### config.mk
export PLATFORM = sky130hd
export DESIGN_NAME = oodt_top
export DESIGN_NICKNAME = d
export VERILOG_FILES = /design/src/verilog/oodt_pkg.sv /design/src/verilog/oodt_dly_if.sv /design/src/verilog/oodt_delay_cv.sv /design/src/verilog/oodt_tick.sv /design/src/verilog/oodt_top.sv
export VERILOG_INCLUDE_DIRS = /design/src /design/src/verilog
export SDC_FILE = /design/constraint.sdc
export NUM_CORES = 2
export LEC_CHECK = 0
export BUFFER_PORTS_ARGS = -buffer_cell sky130_fd_sc_hd__buf_4
export CORE_MARGIN = 10
export CORE_UTILIZATION = 60
export CTS_CLUSTER_DIAMETER = 80
export DETAILED_ROUTE_END_ITERATION = 10
export PLACE_DENSITY = 0.88
export SKIP_LAST_GASP = 1
export SLEW_MARGIN = 40
export SYNTH_ARGS = -nofsm -noshare
export SYNTH_HDL_FRONTEND = slang
export SYNTH_SLANG_ARGS = --single-unit
### constraint.sdc
create_clock -name clk_i -period 12.6 [get_ports clk_i]
set_clock_uncertainty 0.05 [all_clocks]
set_input_delay 1.89 -clock clk_i [delete_from_list [all_inputs] [get_ports clk_i]]
set_output_delay 1.89 -clock clk_i [all_outputs]
set_load 0.01 [all_outputs]
### src/verilog/oodt_params.svh
// Purpose: constants of the on/off delay timer pair
// Assumes: included by bare name wherever offsets or counts are needed
// Notes:   times held in ms, evaluation tick every 10 ms
`ifndef OODT_PARAMS_SVH
`define OODT_PARAMS_SVH

// ----------------------------------------------------------------------
// timing
// ----------------------------------------------------------------------
`define OODT_CLK_PERIOD_NS   10
`define OODT_TICK_PERIOD_MS  10
`define OODT_TICK_CYCLES     ((`OODT_TICK_PERIOD_MS * 1000000) / `OODT_CLK_PERIOD_NS)
`define OODT_MS_PER_TICK     32'd10
`define OODT_MS_PER_SEC      32'd1000
`define OODT_MS_PER_MIN      32'd60000
`define OODT_UNITS_PER_NEXT  32'd60

// ----------------------------------------------------------------------
// constant delay limits (major:minor)
// ----------------------------------------------------------------------
`define OODT_MAJOR_MAX       7'd99
`define OODT_MINOR_SEC_MAX   7'd99
`define OODT_MINOR_SIX_MAX   7'd59

// ----------------------------------------------------------------------
// referenced delay limits
// ----------------------------------------------------------------------
`define OODT_REF_MS_MAX      32'd99990
`define OODT_REF_UNIT_MAX    32'd5999

// ----------------------------------------------------------------------
// register offsets (byte addresses)
// ----------------------------------------------------------------------
`define OODT_OFF_CTRL        8'h00
`define OODT_OFF_ON_CFG      8'h04
`define OODT_OFF_OFF_CFG     8'h08
`define OODT_OFF_STATUS      8'h0c
`define OODT_OFF_ON_ELAPSED  8'h10
`define OODT_OFF_OFF_ELAPSED 8'h14
`define OODT_OFF_ON_DELAY    8'h18
`define OODT_OFF_OFF_DELAY   8'h1c

// ----------------------------------------------------------------------
// field positions and reset values
// ----------------------------------------------------------------------
`define OODT_CTRL_ON_KEEP    0
`define OODT_CTRL_OFF_KEEP   1
`define OODT_STAT_ON_Q       0
`define OODT_STAT_OFF_Q      1
`define OODT_STAT_ON_TRG     2
`define OODT_STAT_OFF_TRG    3
`define OODT_CFG_WIDTH       18
`define OODT_CTRL_RST        2'h0
`define OODT_CFG_RST         18'h00000

`endif

### src/verilog/oodt_pkg.sv
// Purpose: types shared by the delay timer pair
// Assumes: nothing beyond the params header
// Notes:   cfg word layout is src[17:16] tb[15:14] major[13:7] minor[6:0]
`default_nettype none

package oodt_pkg;

   // delay source, also the block number of the value feeding it
   typedef enum logic [1:0] {
      OODT_SRC_CONST,
      OODT_SRC_EXT,
      OODT_SRC_PEER
   } oodt_src_t;

   // timebase: const s/m/h, referenced ms/s/min
   typedef enum logic [1:0] {
      OODT_TB_FINE,
      OODT_TB_MID,
      OODT_TB_COARSE
   } oodt_tb_t;

   typedef struct packed {
      oodt_src_t  src;
      oodt_tb_t   tb;
      logic [6:0] major;
      logic [6:0] minor;
   } oodt_cfg_t;

endpackage

`default_nettype wire

### src/verilog/oodt_dly_if.sv
// Purpose: carries one timer's delay setting to its resolver
// Assumes: oodt_pkg compiled first
// Notes:   owner drives setting and candidate values, resolver the delay
`default_nettype none

interface oodt_dly_if;
   oodt_pkg::oodt_cfg_t cfg;
   logic signed [31:0]  ext_val;
   logic        [31:0]  peer_val;
   logic        [31:0]  delay_ms;

   modport owner (output cfg, output ext_val, output peer_val, input delay_ms);
   modport cvt   (input cfg, input ext_val, input peer_val, output delay_ms);
endinterface

`default_nettype wire

### src/verilog/oodt_delay_cv.sv
// Purpose: turns one delay setting into a delay in ms
// Assumes: setting and values stable over a cycle
// Notes:   result registered, one cycle behind its inputs
`default_nettype none
`include "oodt_params.svh"

module oodt_delay_cv (
   // clock and reset
   input  wire logic clk_i,
   input  wire logic rst_i,
   input  wire logic ce_i,
   // setting and result
   oodt_dly_if.cvt   dly
);
   import oodt_pkg::*;

   typedef struct packed {
      logic [31:0] delay_ms;
   } oodt_cv_st_t;

   oodt_cv_st_t st_r;
   oodt_cv_st_t st_nxt;

   // limit a referenced value to 0..max
   function automatic logic [31:0] clamp(input logic signed [31:0] v,
                                         input logic        [31:0] max);
      if (v < 0)
         clamp = 32'h0;
      else if ($unsigned(v) > max)
         clamp = max;
      else
         clamp = $unsigned(v);
   endfunction

   // resolve constant or referenced setting
   always_comb
   begin
      logic [6:0]         mj;
      logic [6:0]         mn;
      logic [6:0]         mn_max;
      logic signed [31:0] raw;
      logic [31:0]        units;
      mj     = (dly.cfg.major > `OODT_MAJOR_MAX) ? `OODT_MAJOR_MAX : dly.cfg.major;
      mn_max = (dly.cfg.tb == OODT_TB_MID || dly.cfg.tb == OODT_TB_COARSE)
               ? `OODT_MINOR_SIX_MAX : `OODT_MINOR_SEC_MAX;
      mn     = (dly.cfg.minor > mn_max) ? mn_max : dly.cfg.minor;
      raw    = (dly.cfg.src == OODT_SRC_PEER) ? $signed(dly.peer_val) : dly.ext_val;
      units  = 32'(mj) * `OODT_UNITS_PER_NEXT + 32'(mn);
      st_nxt = st_r;
      if (dly.cfg.src == OODT_SRC_EXT || dly.cfg.src == OODT_SRC_PEER)
      begin
         case (dly.cfg.tb)
            OODT_TB_MID:    st_nxt.delay_ms = clamp(raw, `OODT_REF_UNIT_MAX) * `OODT_MS_PER_SEC;
            OODT_TB_COARSE: st_nxt.delay_ms = clamp(raw, `OODT_REF_UNIT_MAX) * `OODT_MS_PER_MIN;
            default:        st_nxt.delay_ms = clamp(raw, `OODT_REF_MS_MAX);
         endcase
      end
      else
      begin
         case (dly.cfg.tb)
            OODT_TB_MID:    st_nxt.delay_ms = units * `OODT_MS_PER_SEC;
            OODT_TB_COARSE: st_nxt.delay_ms = units * `OODT_MS_PER_MIN;
            default:        st_nxt.delay_ms = 32'(mj) * `OODT_MS_PER_SEC
                                              + 32'(mn) * `OODT_MS_PER_TICK;
         endcase
      end
   end

   // state register
   always_ff @(posedge clk_i)
   begin
      if (rst_i)
         st_r <= '0;
      else if (ce_i)
         st_r <= st_nxt;
   end

   assign dly.delay_ms = st_r.delay_ms;
endmodule

`default_nettype wire

### src/verilog/oodt_tick.sv
// Purpose: evaluation time base, one pulse per tick period
// Assumes: ce_i low freezes the count
// Notes:   CYCLES may be shortened for simulation
`default_nettype none
`include "oodt_params.svh"

module oodt_tick #(
   parameter int unsigned CYCLES = `OODT_TICK_CYCLES
) (
   // clock and reset
   input  wire logic clk_i,
   input  wire logic rst_i,
   input  wire logic ce_i,
   // tick
   output var  logic tick_o
);
   import oodt_pkg::*;

   typedef struct packed {
      logic [31:0] cnt;
      logic        tick;
   } oodt_tick_st_t;

   oodt_tick_st_t st_r;
   oodt_tick_st_t st_nxt;

   // count up through the period, pulse at wrap
   always_comb
   begin
      st_nxt      = st_r;
      st_nxt.tick = 1'b0;
      if (st_r.cnt >= 32'(CYCLES - 1))
      begin
         st_nxt.cnt  = 32'h0;
         st_nxt.tick = 1'b1;
      end
      else
      begin
         st_nxt.cnt = st_r.cnt + 32'h1;
      end
   end

   // state register
   always_ff @(posedge clk_i)
   begin
      if (rst_i)
         st_r <= '0;
      else if (ce_i)
         st_r <= st_nxt;
   end

   assign tick_o = st_r.tick;
endmodule

`default_nettype wire

### src/verilog/oodt_top.sv
// Purpose: on-delay and off-delay timer pair with a Wishbone register file
// Assumes: inputs synchronous to clk_i, classic Wishbone master
// Notes:   timers evaluate once per tick; all state frozen while ce_i low
//
// The placing of the registers and the Wishbone slave port were chosen for this implementation.
`default_nettype none
`include "oodt_params.svh"

// Overview of operation
// - on-delay rising trigger restarts elapsed at zero
// - on-delay output set when elapsed reaches delay
// - early trigger fall clears elapsed, no output
// - on-delay output low whenever trigger low
// - restore keeps state if kept, else defaults
// - constant delay limits 99:99 s, 99:59 m/h
// - referenced delay read as ms, s or min
// - referenced value clamped into valid range
// - delay source constant or another block's value
// - off-delay output rises at once with trigger
// - falling trigger restarts elapsed, output stays high
// - off-delay output clears when elapsed equals delay
// - new trigger pulse restarts the off-delay
// - clear input zeroes elapsed and off output
// - elapsed times exposed for others to use
module oodt_top #(
   parameter int unsigned TICK_CYCLES = `OODT_TICK_CYCLES
) (
   // clock, reset, enable
   input  wire logic        clk_i,
   input  wire logic        rst_i,
   input  wire logic        ce_i,
   // wishbone slave
   input  wire logic        cyc_i,
   input  wire logic        stb_i,
   input  wire logic        we_i,
   input  wire logic [31:0] adr_i,
   input  wire logic [3:0]  sel_i,
   input  wire logic [31:0] dat_i,
   output var  logic [31:0] dat_o,
   output var  logic        ack_o,
   // timer inputs
   input  wire logic        on_trg_i,
   input  wire logic        off_trg_i,
   input  wire logic        off_clr_i,
   input  wire logic        pwr_restore_i,
   input  wire logic [31:0] on_ext_val_i,
   input  wire logic [31:0] off_ext_val_i,
   // timer outputs
   output var  logic        on_q_o,
   output var  logic        off_q_o,
   output var  logic [31:0] on_elapsed_o,
   output var  logic [31:0] off_elapsed_o
);
   import oodt_pkg::*;

   // ----------------------------------------------------------------------
   // state
   // ----------------------------------------------------------------------
   typedef struct packed {
      // bus side
      logic        ack;
      logic [31:0] dat;
      logic [1:0]  ctrl;
      oodt_cfg_t   on_cfg;
      oodt_cfg_t   off_cfg;
      // timer state
      logic        on_prev;
      logic        on_q;
      logic [31:0] on_el;
      logic        off_prev;
      logic        off_q;
      logic [31:0] off_el;
   } oodt_top_st_t;

   oodt_top_st_t st_r;
   oodt_top_st_t st_nxt;
   logic         tick;

   // delays resolved outside
   oodt_dly_if on_dly ();
   oodt_dly_if off_dly ();

   // ----------------------------------------------------------------------
   // time base and delay resolvers
   // ----------------------------------------------------------------------
   oodt_tick #(
      .CYCLES (TICK_CYCLES)
   ) u_tick (
      .clk_i  (clk_i),
      .rst_i  (rst_i),
      .ce_i   (ce_i),
      .tick_o (tick)
   );

   oodt_delay_cv u_on_cv (
      .clk_i (clk_i),
      .rst_i (rst_i),
      .ce_i  (ce_i),
      .dly   (on_dly.cvt)
   );

   oodt_delay_cv u_off_cv (
      .clk_i (clk_i),
      .rst_i (rst_i),
      .ce_i  (ce_i),
      .dly   (off_dly.cvt)
   );

   // settings and cross-referenced elapsed values
   // either may time on the other
   assign on_dly.cfg       = st_r.on_cfg;
   assign on_dly.ext_val   = $signed(on_ext_val_i);
   assign on_dly.peer_val  = st_r.off_el;
   assign off_dly.cfg      = st_r.off_cfg;
   assign off_dly.ext_val  = $signed(off_ext_val_i);
   assign off_dly.peer_val = st_r.on_el;

   // ----------------------------------------------------------------------
   // helpers
   // ----------------------------------------------------------------------
   // byte-lane merge of a write into a register
   function automatic logic [31:0] wmerge(input logic [31:0] old,
                                          input logic [31:0] wd,
                                          input logic [3:0]  sel);
      logic [31:0] res;
      res = old;
      for (int i = 0; i < 4; i++)
      begin
         if (sel[i])
         begin
            res[i*8 +: 8] = wd[i*8 +: 8];
         end
      end
      return res;
   endfunction

   // elapsed step, saturating at the delay
   function automatic logic [31:0] step(input logic [31:0] el,
                                        input logic [31:0] dly);
      // lowered delay clips elapsed
      if (el >= dly)
         return dly;
      else if (dly - el < `OODT_MS_PER_TICK)
         return dly;
      else
         return el + `OODT_MS_PER_TICK;
   endfunction

   // ----------------------------------------------------------------------
   // next state
   // ----------------------------------------------------------------------
   // bus, timers, power return
   always_comb
   begin
      logic        req;
      logic [31:0] rd;
      logic [31:0] wv;
      logic        on_rise;
      logic        off_fall;
      st_nxt   = st_r;
      req      = cyc_i && stb_i && !st_r.ack;
      rd       = 32'h0;
      wv       = 32'h0;
      on_rise  = on_trg_i && !st_r.on_prev;
      off_fall = !off_trg_i && st_r.off_prev;

      // bus: answer one cycle after the request, drop the next
      // held strobe retaken later
      st_nxt.ack = req;
      case (adr_i[7:0])
         `OODT_OFF_CTRL:        rd = {30'h0, st_r.ctrl};
         `OODT_OFF_ON_CFG:      rd = {14'h0, st_r.on_cfg};
         `OODT_OFF_OFF_CFG:     rd = {14'h0, st_r.off_cfg};
         `OODT_OFF_STATUS:      rd = {28'h0, st_r.off_prev, st_r.on_prev,
                                      st_r.off_q, st_r.on_q};
         `OODT_OFF_ON_ELAPSED:  rd = st_r.on_el;
         `OODT_OFF_OFF_ELAPSED: rd = st_r.off_el;
         `OODT_OFF_ON_DELAY:    rd = on_dly.delay_ms;
         `OODT_OFF_OFF_DELAY:   rd = off_dly.delay_ms;
         // unmapped reads give 0
         default:               rd = 32'h0;
      endcase
      // held until next request
      if (req)
      begin
         st_nxt.dat = we_i ? 32'h0 : rd;
      end
      if (req && we_i)
      begin
         case (adr_i[7:0])
            `OODT_OFF_CTRL:
            begin
               wv          = wmerge({30'h0, st_r.ctrl}, dat_i, sel_i);
               st_nxt.ctrl = wv[1:0];
            end
            `OODT_OFF_ON_CFG:
            begin
               wv            = wmerge({14'h0, st_r.on_cfg}, dat_i, sel_i);
               st_nxt.on_cfg = oodt_cfg_t'(wv[`OODT_CFG_WIDTH-1:0]);
            end
            `OODT_OFF_OFF_CFG:
            begin
               wv             = wmerge({14'h0, st_r.off_cfg}, dat_i, sel_i);
               st_nxt.off_cfg = oodt_cfg_t'(wv[`OODT_CFG_WIDTH-1:0]);
            end
            default:
            begin
               // writes dropped
               wv = 32'h0;
            end
         endcase
      end

      // timers, evaluated once per tick
      // gaps between ticks unseen
      if (tick)
      begin
         st_nxt.on_prev  = on_trg_i;
         st_nxt.off_prev = off_trg_i;

         // on-delay
         // low trigger wins
         if (!on_trg_i)
         begin
            st_nxt.on_el = 32'h0;
            st_nxt.on_q  = 1'b0;
         end
         else
         begin
            st_nxt.on_el = on_rise ? 32'h0
                                   : step(st_r.on_el, on_dly.delay_ms);
            st_nxt.on_q  = (st_nxt.on_el >= on_dly.delay_ms);
         end

         // off-delay
         // clear, trigger, count
         if (off_clr_i)
         begin
            st_nxt.off_el = 32'h0;
            st_nxt.off_q  = 1'b0;
         end
         else if (off_trg_i)
         begin
            st_nxt.off_el = 32'h0;
            st_nxt.off_q  = 1'b1;
         end
         else if (st_r.off_q)
         begin
            st_nxt.off_el = off_fall ? 32'h0
                                     : step(st_r.off_el, off_dly.delay_ms);
            st_nxt.off_q  = (st_nxt.off_el < off_dly.delay_ms);
         end
      end

      // power return: kept blocks hold, others take defaults
      // beats a same-cycle tick
      if (pwr_restore_i)
      begin
         if (!st_r.ctrl[`OODT_CTRL_ON_KEEP])
         begin
            st_nxt.on_el   = 32'h0;
            st_nxt.on_q    = 1'b0;
            st_nxt.on_prev = 1'b0;
         end
         if (!st_r.ctrl[`OODT_CTRL_OFF_KEEP])
         begin
            st_nxt.off_el   = 32'h0;
            st_nxt.off_q    = 1'b0;
            st_nxt.off_prev = 1'b0;
         end
      end
   end

   // ----------------------------------------------------------------------
   // state register
   // ----------------------------------------------------------------------
   // ce_i low freezes all
   always_ff @(posedge clk_i)
   begin
      if (rst_i)
      begin
         st_r         <= '0;
         st_r.ctrl    <= `OODT_CTRL_RST;
         st_r.on_cfg  <= oodt_cfg_t'(`OODT_CFG_RST);
         st_r.off_cfg <= oodt_cfg_t'(`OODT_CFG_RST);
      end
      else if (ce_i)
      begin
         st_r <= st_nxt;
      end
   end

   // outputs straight from state
   // ports fed by flops only
   assign dat_o         = st_r.dat;
   assign ack_o         = st_r.ack;
   assign on_q_o        = st_r.on_q;
   assign off_q_o       = st_r.off_q;
   assign on_elapsed_o  = st_r.on_el;
   assign off_elapsed_o = st_r.off_el;
endmodule

`default_nettype wire
* Word level (Yosys, flattened, before mapping)
Cells that the tools add are included.
** Storage, ports and cells
- Bits in registers :: 236
- Bits of input ports :: 142
- Output and inout port bits :: 99
- Word-level logic and storage cells :: 153
** Cells by class
- $add $sub $neg :: 9
- Multipliers :: 14
- Magnitude comparators :: 17
- Equal/unequal tests :: 15
- Mux-type cells :: 54
- Reductions and logical operators :: 21
** Operators by type and width (number)
- 2-to-1 mux 32 bit :: 34
- one-hot mux 32 bit (2 select lines) :: 4
- one-hot mux 32 bit (8 select lines) :: 1
- 2-to-1 mux 68 bit :: 2
- 2-to-1 mux 33 bit :: 4
- multiplier 32 x 11 -> 27 bit, second input constant :: 4
- multiplier 32 x 7 -> 29 bit, second input constant :: 4
- greater-or-equal comparator 32 bit :: 3
- 2-to-1 mux 34 bit :: 2
- adder 32 x 4 -> 32 bit, second input constant :: 2
- greater-than comparator 32 x 13 -> 1 bit, second input constant :: 2
- greater-than comparator 32 x 17 -> 1 bit, second input constant :: 2
- < comparator 32 x 1 -> 1 bit, second input constant :: 2
- < comparator 32 x 4 -> 1 bit, second input constant :: 2
- subtractor 32 bit :: 2
- 2-to-1 mux 7 bit :: 6
- adder 17 x 11 -> 18 bit :: 2
- adder 32 x 1 -> 32 bit, second input constant :: 1
- equality test 8 x 5 -> 1 bit, second input constant :: 4
- greater-or-equal comparator 32 x 20 -> 1 bit, second input constant :: 1
- < comparator 32 bit :: 1
- adder 13 x 7 -> 14 bit :: 2
- multiplier 7 x 7 -> 14 bit, second input constant :: 2
- AND reduction 4 bit :: 7
- 14 further kinds :: 34

* Logic depth before layout (Yosys ltp)
- Depth after elaboration :: 16
- Gate-level depth with buffers :: 38
- Depth with buffers taken out :: 37

* By module
A second synthesis with hierarchy kept.
** Unflattened totals
- Cells, all modules :: 5957
- Area, all modules :: 50264.5 um^2
** Modules (own cells, without submodules)
- oodt_delay_cv at u_on_cv :: times used 1, cells an instance 1894, area each 16882.4 um^2, sequential area each 640.6 um^2
- oodt_delay_cv at u_off_cv :: times used 1, cells an instance 1848, area each 16753.6 um^2, sequential area each 640.6 um^2
- oodt_top :: times used 1, cells an instance 2040, area each 15040.7 um^2, sequential area each 2782.7 um^2
- oodt_tick :: times used 1, cells an instance 175, area each 1587.8 um^2, sequential area each 660.6 um^2

* Worst setup path after synthesis
OpenSTA, ideal clock, no wires.
- Kind :: register to register
- Start :: register st_r, in the netlist on_dly.cfg[14]
- End :: register u_on_cv.st_r, in the netlist u_on_cv.dly.delay_ms[29]
- Library setup time :: 0.081 ns
- Arrival time :: 8.641 ns
- Data required time :: 12.469 ns
- Slack :: 3.828 ns
- Stages on the path, launching flop included :: 37
- Buffers on the path :: 2
- Clock period less this slack :: 8.772 ns
- Path through :: dfxtp_1 > inv_1 > ha_1 > clkbuf_1 > inv_1 > clkbuf_1 > ha_1 > nand4_1 > nor2_1 > o22ai_1 > nand2_1 > o21a_1 > fa_1 > a21o_1 > a21oi_1 > xor2_1 > inv_1 > fa_1 > fa_1 > ha_1 > xnor2_1 > fa_1 > inv_1 > fa_1 > inv_1 > ha_1 > o21a_1 > o21a_1 > nand2_1 > a2bb2oi_1 > a31oi_1 > a2111oi_0 > o21bai_1 > a21oi_1 > xnor2_1 > nand2_1 > a41oi_1
** On the way
- Longest elaborated chain between the ends :: 9
- Elaborated cells between the ends (all ways) :: 12
- Those cells by class :: add/sub: 1; mul: 2; order compare: 1; eq/ne: 2; mux: 5; reduce/logical: 1
** Ends and longest elaborated chain
- from (decl) :: line oodt_top.sv:75 : oodt_top_st_t st_r;
- from (signal assigned) :: line oodt_top.sv:289 : st_r <= st_nxt;
- equality test 2 x 1 -> 1 bit / equality test 2 bit (equally long branches) :: line oodt_delay_cv.sv:44, oodt_delay_cv.sv:52, oodt_delay_cv.sv:60
- logical OR 1 bit :: line oodt_delay_cv.sv:44 : mn_max = (dly.cfg.tb == OODT_TB_MID || dly.cfg.tb == OODT_TB_COARSE)
- 2-to-1 mux 7 bit (no source line)
- greater-than comparator 7 bit :: line oodt_delay_cv.sv:46 : mn = (dly.cfg.minor > mn_max) ? mn_max : dly.cfg.minor;
- 2-to-1 mux 7 bit :: line oodt_delay_cv.sv:46
- adder 13 x 7 -> 14 bit :: line oodt_delay_cv.sv:48 : units = 32'(mj) * `OODT_UNITS_PER_NEXT + 32'(mn);
- multiplier 32 x 11 -> 27 bit (no source line) / multiplier 32 x 7 -> 29 bit (equally long branches)
- one-hot mux 32 bit (2 select lines) :: line oodt_delay_cv.sv:60 : case (dly.cfg.tb)
- 2-to-1 mux 32 bit (*) :: line oodt_delay_cv.sv:50 : if (dly.cfg.src == OODT_SRC_EXT || dly.cfg.src == OODT_SRC_PEER)
- to (signal assigned) :: line oodt_delay_cv.sv:75 : st_r <= st_nxt;
- to (decl) :: line oodt_delay_cv.sv:21 : oodt_cv_st_t st_r;
Every way passes the cells marked *; elsewhere a longest branch is shown, timed or not.
A chain may end at the register's enable or synchronous reset.

* Worst setup path after layout
- Start :: register st_r, in the netlist on_dly.cfg[13]
- End :: register u_on_cv.st_r, in the netlist u_on_cv.dly.delay_ms[27]
** On the way
- Longest elaborated chain between the ends :: 7
- Elaborated cells between the ends (all ways) :: 8
- Those cells by class :: add/sub: 1; mul: 3; order compare: 1; mux: 3
** Ends and longest elaborated chain
- greater-than comparator 7 bit (no source line)
- 2-to-1 mux 7 bit (*) :: line oodt_delay_cv.sv:43 : mj = (dly.cfg.major > `OODT_MAJOR_MAX) ? `OODT_MAJOR_MAX : dly.cfg.major;
- multiplier 7 x 4 -> 11 bit (no source line) (*)
- adder 13 x 7 -> 14 bit (*) :: line oodt_delay_cv.sv:48
- multiplier 32 x 11 -> 27 bit (no source line) / multiplier 32 x 7 -> 29 bit (equally long branches)
- one-hot mux 32 bit (2 select lines) (*) :: line oodt_delay_cv.sv:60
- 2-to-1 mux 32 bit (*) :: line oodt_delay_cv.sv:50
Marked as above.

==> impl_metrics.yaml <==
min_path:
  hold_start: "u_tick.st_r[20]$_SDFFE_PP0P_"
  hold_class: "reg2reg"
  whs_path_depth: 2
placement:
  dp.final_hpwl_mm: 149.3
  place_congestion: 1.056
  io_buffers: 201
clocking:
  clk_pin_slew_ps: 60
  cts_setup_buffers: 0
  numClockSinks: 236
  insertion_delay_ps: 610
  cts_tree: "built"
  cts_buffers: 29
  clk_path_buf_depth: 3
  clock-root-buffer: "clkbuf_16"
  hold_buffers: 0
  htree_levels: 1
  postCtsResizedCells: 0
global_routing:
  overflow: 0
  antenna_found_initial: 16
  grt_pass1_wl_mm: 271.6
  grt_max_degree: 74
  grt_usage_pct: 36.86
  grt_pass1_vias: 45472
outcome:
  status: "completed"
sta:
  rsz0062_at_grt: "no"
  slew_violations: 0
  finalCritPeriodShare_pct: 86.96
  tns_ps: 0
  period_minus_slack_ps: 10960
  fmax_mhz: 91.27
  final_hold_viol_count: 0
  slew_headroom_pct: 33.72
  setup_violations: 0
  tightest_slew_ps: 994.3
floorplan:
  die_h_um: 307.4
  ioPinCount: 241
  rows: 105
  core_um2: 81980
  initial_core_util_pct: 60.44
  die-area_um2: 94470
  dieWidth_um: 307.4
setup_path:
  cp.arrival_ps: 11350
  rr_worst_depth: 27
  endpoint_kind: "flop"
  r2r_start: "on_dly.cfg[13]$_SDFFE_PP0P_"
  worstPathRequired_ps: 12990
  crit_start: "on_dly.cfg[13]$_SDFFE_PP0P_"
  cp_max_fo: 10
  cp-start-kind: "flop"
  crit_type: "reg2reg"
detailed_routing:
  dr.pass1.iters: 10
  vias: 47070
  drc: 0
  avgViaCountPerCell: 6.512
  highest_layer: "met5"
  routed_wl_mm: 179.8
  drt_iter0_drc: 6155
  drt-met1-wl_mm: 70.66
  routed-wl-met2_mm: 72.61
  wl_per_cell_um: 24.88
  ant_nets: 0
  dr_wl_met3_mm: 26.36
synth:
  synth-seq-cells: 236
  ys_async_sr_fraction_pct: 0
  syn_avg_cell_area_um2: 8.340
  yosysSeqAreaShare_pct: 9.536
  synth_cells: 5941
  netlist_area_um2: 49550
  yosysWarningCount: 0
  synth_edf_count: 0
  synth-main-ff-cell: "dfxtp_1"
  synth_cell_types: 92
final_layout:
  fin_nets: 7464
  drive_gt1_share_pct: 7.382
  fillers: 6905
  final_util_pct: 65.14
  area_growth_pct: 7.778
power:
  p_per_area_nw_per_um2: 101.8
  peakVddDrop_uv: 121.1
  power.static_leakage_nw: 26.18
run:
  cap_violations: 0
-- metal layers --
| layer | vias to the layer above | GRT usage (%) |
|---|---|---|
| met5 | - | 0 |
| met4 | 22 | 17.07 |
| met3 | 554 | 12.94 |
| met2 | 2921 | 52.95 |
| met1 | 22610 | 49.03 |
| li1 | 20963 | - |
-- final cells by class --
| cell class | instances | area, um2 | share of cell area [%] |
|---|---|---|---|
| Timing Repair Buffer | 293 | 2207 | 4.133 |
| Tap cell | 1070 | 1339 | 2.507 |
| Antenna cell | 8 | 20.02 | 0.03749 |
| Multi-Input combinational cell | 4707 | 40820 | 76.45 |
| Sequential cell | 236 | 4725 | 8.847 |
| Inverter | 861 | 3232 | 6.052 |
| Clock inverter | 14 | 252.7 | 0.4733 |
| Clock buffer | 39 | 803.3 | 1.504 |
-- power by group --
group | leakage [nW] | internal [mW] | switching, mW
Combinational | 23.8 | 1.57 | 2.15
Clock | 0.519 | 0.574 | 0.381
Sequential | 1.91 | 0.752 | 0.0179
-- Yosys cell counts, types with 50 or more instances --
library cell  number  share of area [%]
nand2b_1          67               0.85
a22oi_1          114                1.7
xor2_1           101                1.8
mux2i_1           84                1.7
nor2_1           354                2.7
buf_4             96                1.5
inv_1            856                6.5
o21ai_0          230                2.3
clkbuf_1         173                1.3
fa_1             530                 21
o31ai_1           56               0.85
ha_1             664                 17
xnor2_1          250                4.4
a31oi_1           63               0.80
nor3_1           150                1.5
a211oi_1          75                1.1
a221oi_1          50               0.88
nand2_1          336                2.5
nand3_1          126                1.3
nand4_1           82                1.0
dfxtp_1          236                9.5
a21o_1           120                1.8
a21oi_1          341                3.4
-- critical path: stages, from the launching register on --
cell	delay, ps
dfxtp_1	820
o311ai_0	350
nand2b_1	420
fa_1	600
fa_1	570
fa_1	460
ha_1	340
a21oi_1	220
xor2_1	640
inv_1	360
fa_1	710
fa_1	440
ha_1	330
xnor2_1	160
fa_1	520
inv_1	60
fa_1	500
inv_1	40
ha_1	330
o21a_1	120
o21a_1	210
nand2_1	80
a2bb2oi_1	340
a31oi_1	200
a2111oi_0	750
xnor2_1	210
a221oi_1	870
a211oi_1	80
-- path summary, 6_finish.rpt --
path | end | slack, ps
max | u_on_cv.dly.delay_ms[27]$_SDFFE_PP0P_ | 1640
min | u_tick.st_r[20]$_SDFFE_PP0P_ | 440
max reg2reg | u_on_cv.dly.delay_ms[27]$_SDFFE_PP0P_ | 1640
min reg2reg | u_tick.st_r[20]$_SDFFE_PP0P_ | 440
-- flip-flops by register name, summed over array words and instances, names as in the netlist, 18 cells and up --
register               count
u_on_cv.dly.delay_ms      32
on_elapsed_o              32
dat_o                     32
off_elapsed_o             32
u_tick.st_r               32
off_dly.cfg               18
u_off_cv.dly.delay_ms     32
on_dly.cfg                18
-- cells in the final DEF, fill, tap and decap left out, types with 22 or more instances in the layout --
master / instances
nand4_1: 82
or3_1: 37
conb_1: 172
and2_1: 36
o22ai_1: 31
a211oi_1: 74
nand2b_1: 67
xnor2_1: 245
ha_1: 664
a21o_1: 120
dfxtp_1: 236
a221o_1: 22
o21bai_1: 31
and3_1: 47
nor2_1: 339
clkbuf_16: 29
o21ai_0: 230
o211ai_1: 43
fa_1: 530
mux2i_1: 83
nand2_1: 336
a22oi_1: 114
a21oi_1: 340
nor2b_1: 45
a221oi_1: 50
nor4_1: 43
xor2_1: 101
buf_4: 292
inv_1: 855
o21a_1: 39
o31ai_1: 56
or2_2: 29
a31oi_1: 62
nand3_1: 125
o221ai_1: 27
nor3_1: 147
-- cells by family after synthesis --
kind of cell	Yosys count	share of synthesized area, %
compound gates	1469	20.16
flops	236	9.536
mux	103	2.197
xor+xnor	351	6.205
simple gates	1418	14.01
fa+ha+maj	1194	38.18
other cells	1	0.007569
buf+inv	1169	9.702
-- metrics by stage --
step           power [mW]  hold WS, ps  instance area, um2  worst slack, ps  cells
2_1_floorplan       3.536        383.1               50190             3828   6112
3_3_place_gp        4.164        399.6               52230             2145   7166
3_5_place_dp        4.226        420.3               52290             1972   7167
4_1_cts             5.176        437.9               53340             1945   7220
5_1_grt             5.855        462.1               53380             1221   7221
6_report            5.436        439.3               53400             1643   7228
(Power assumes the default switching activity.)
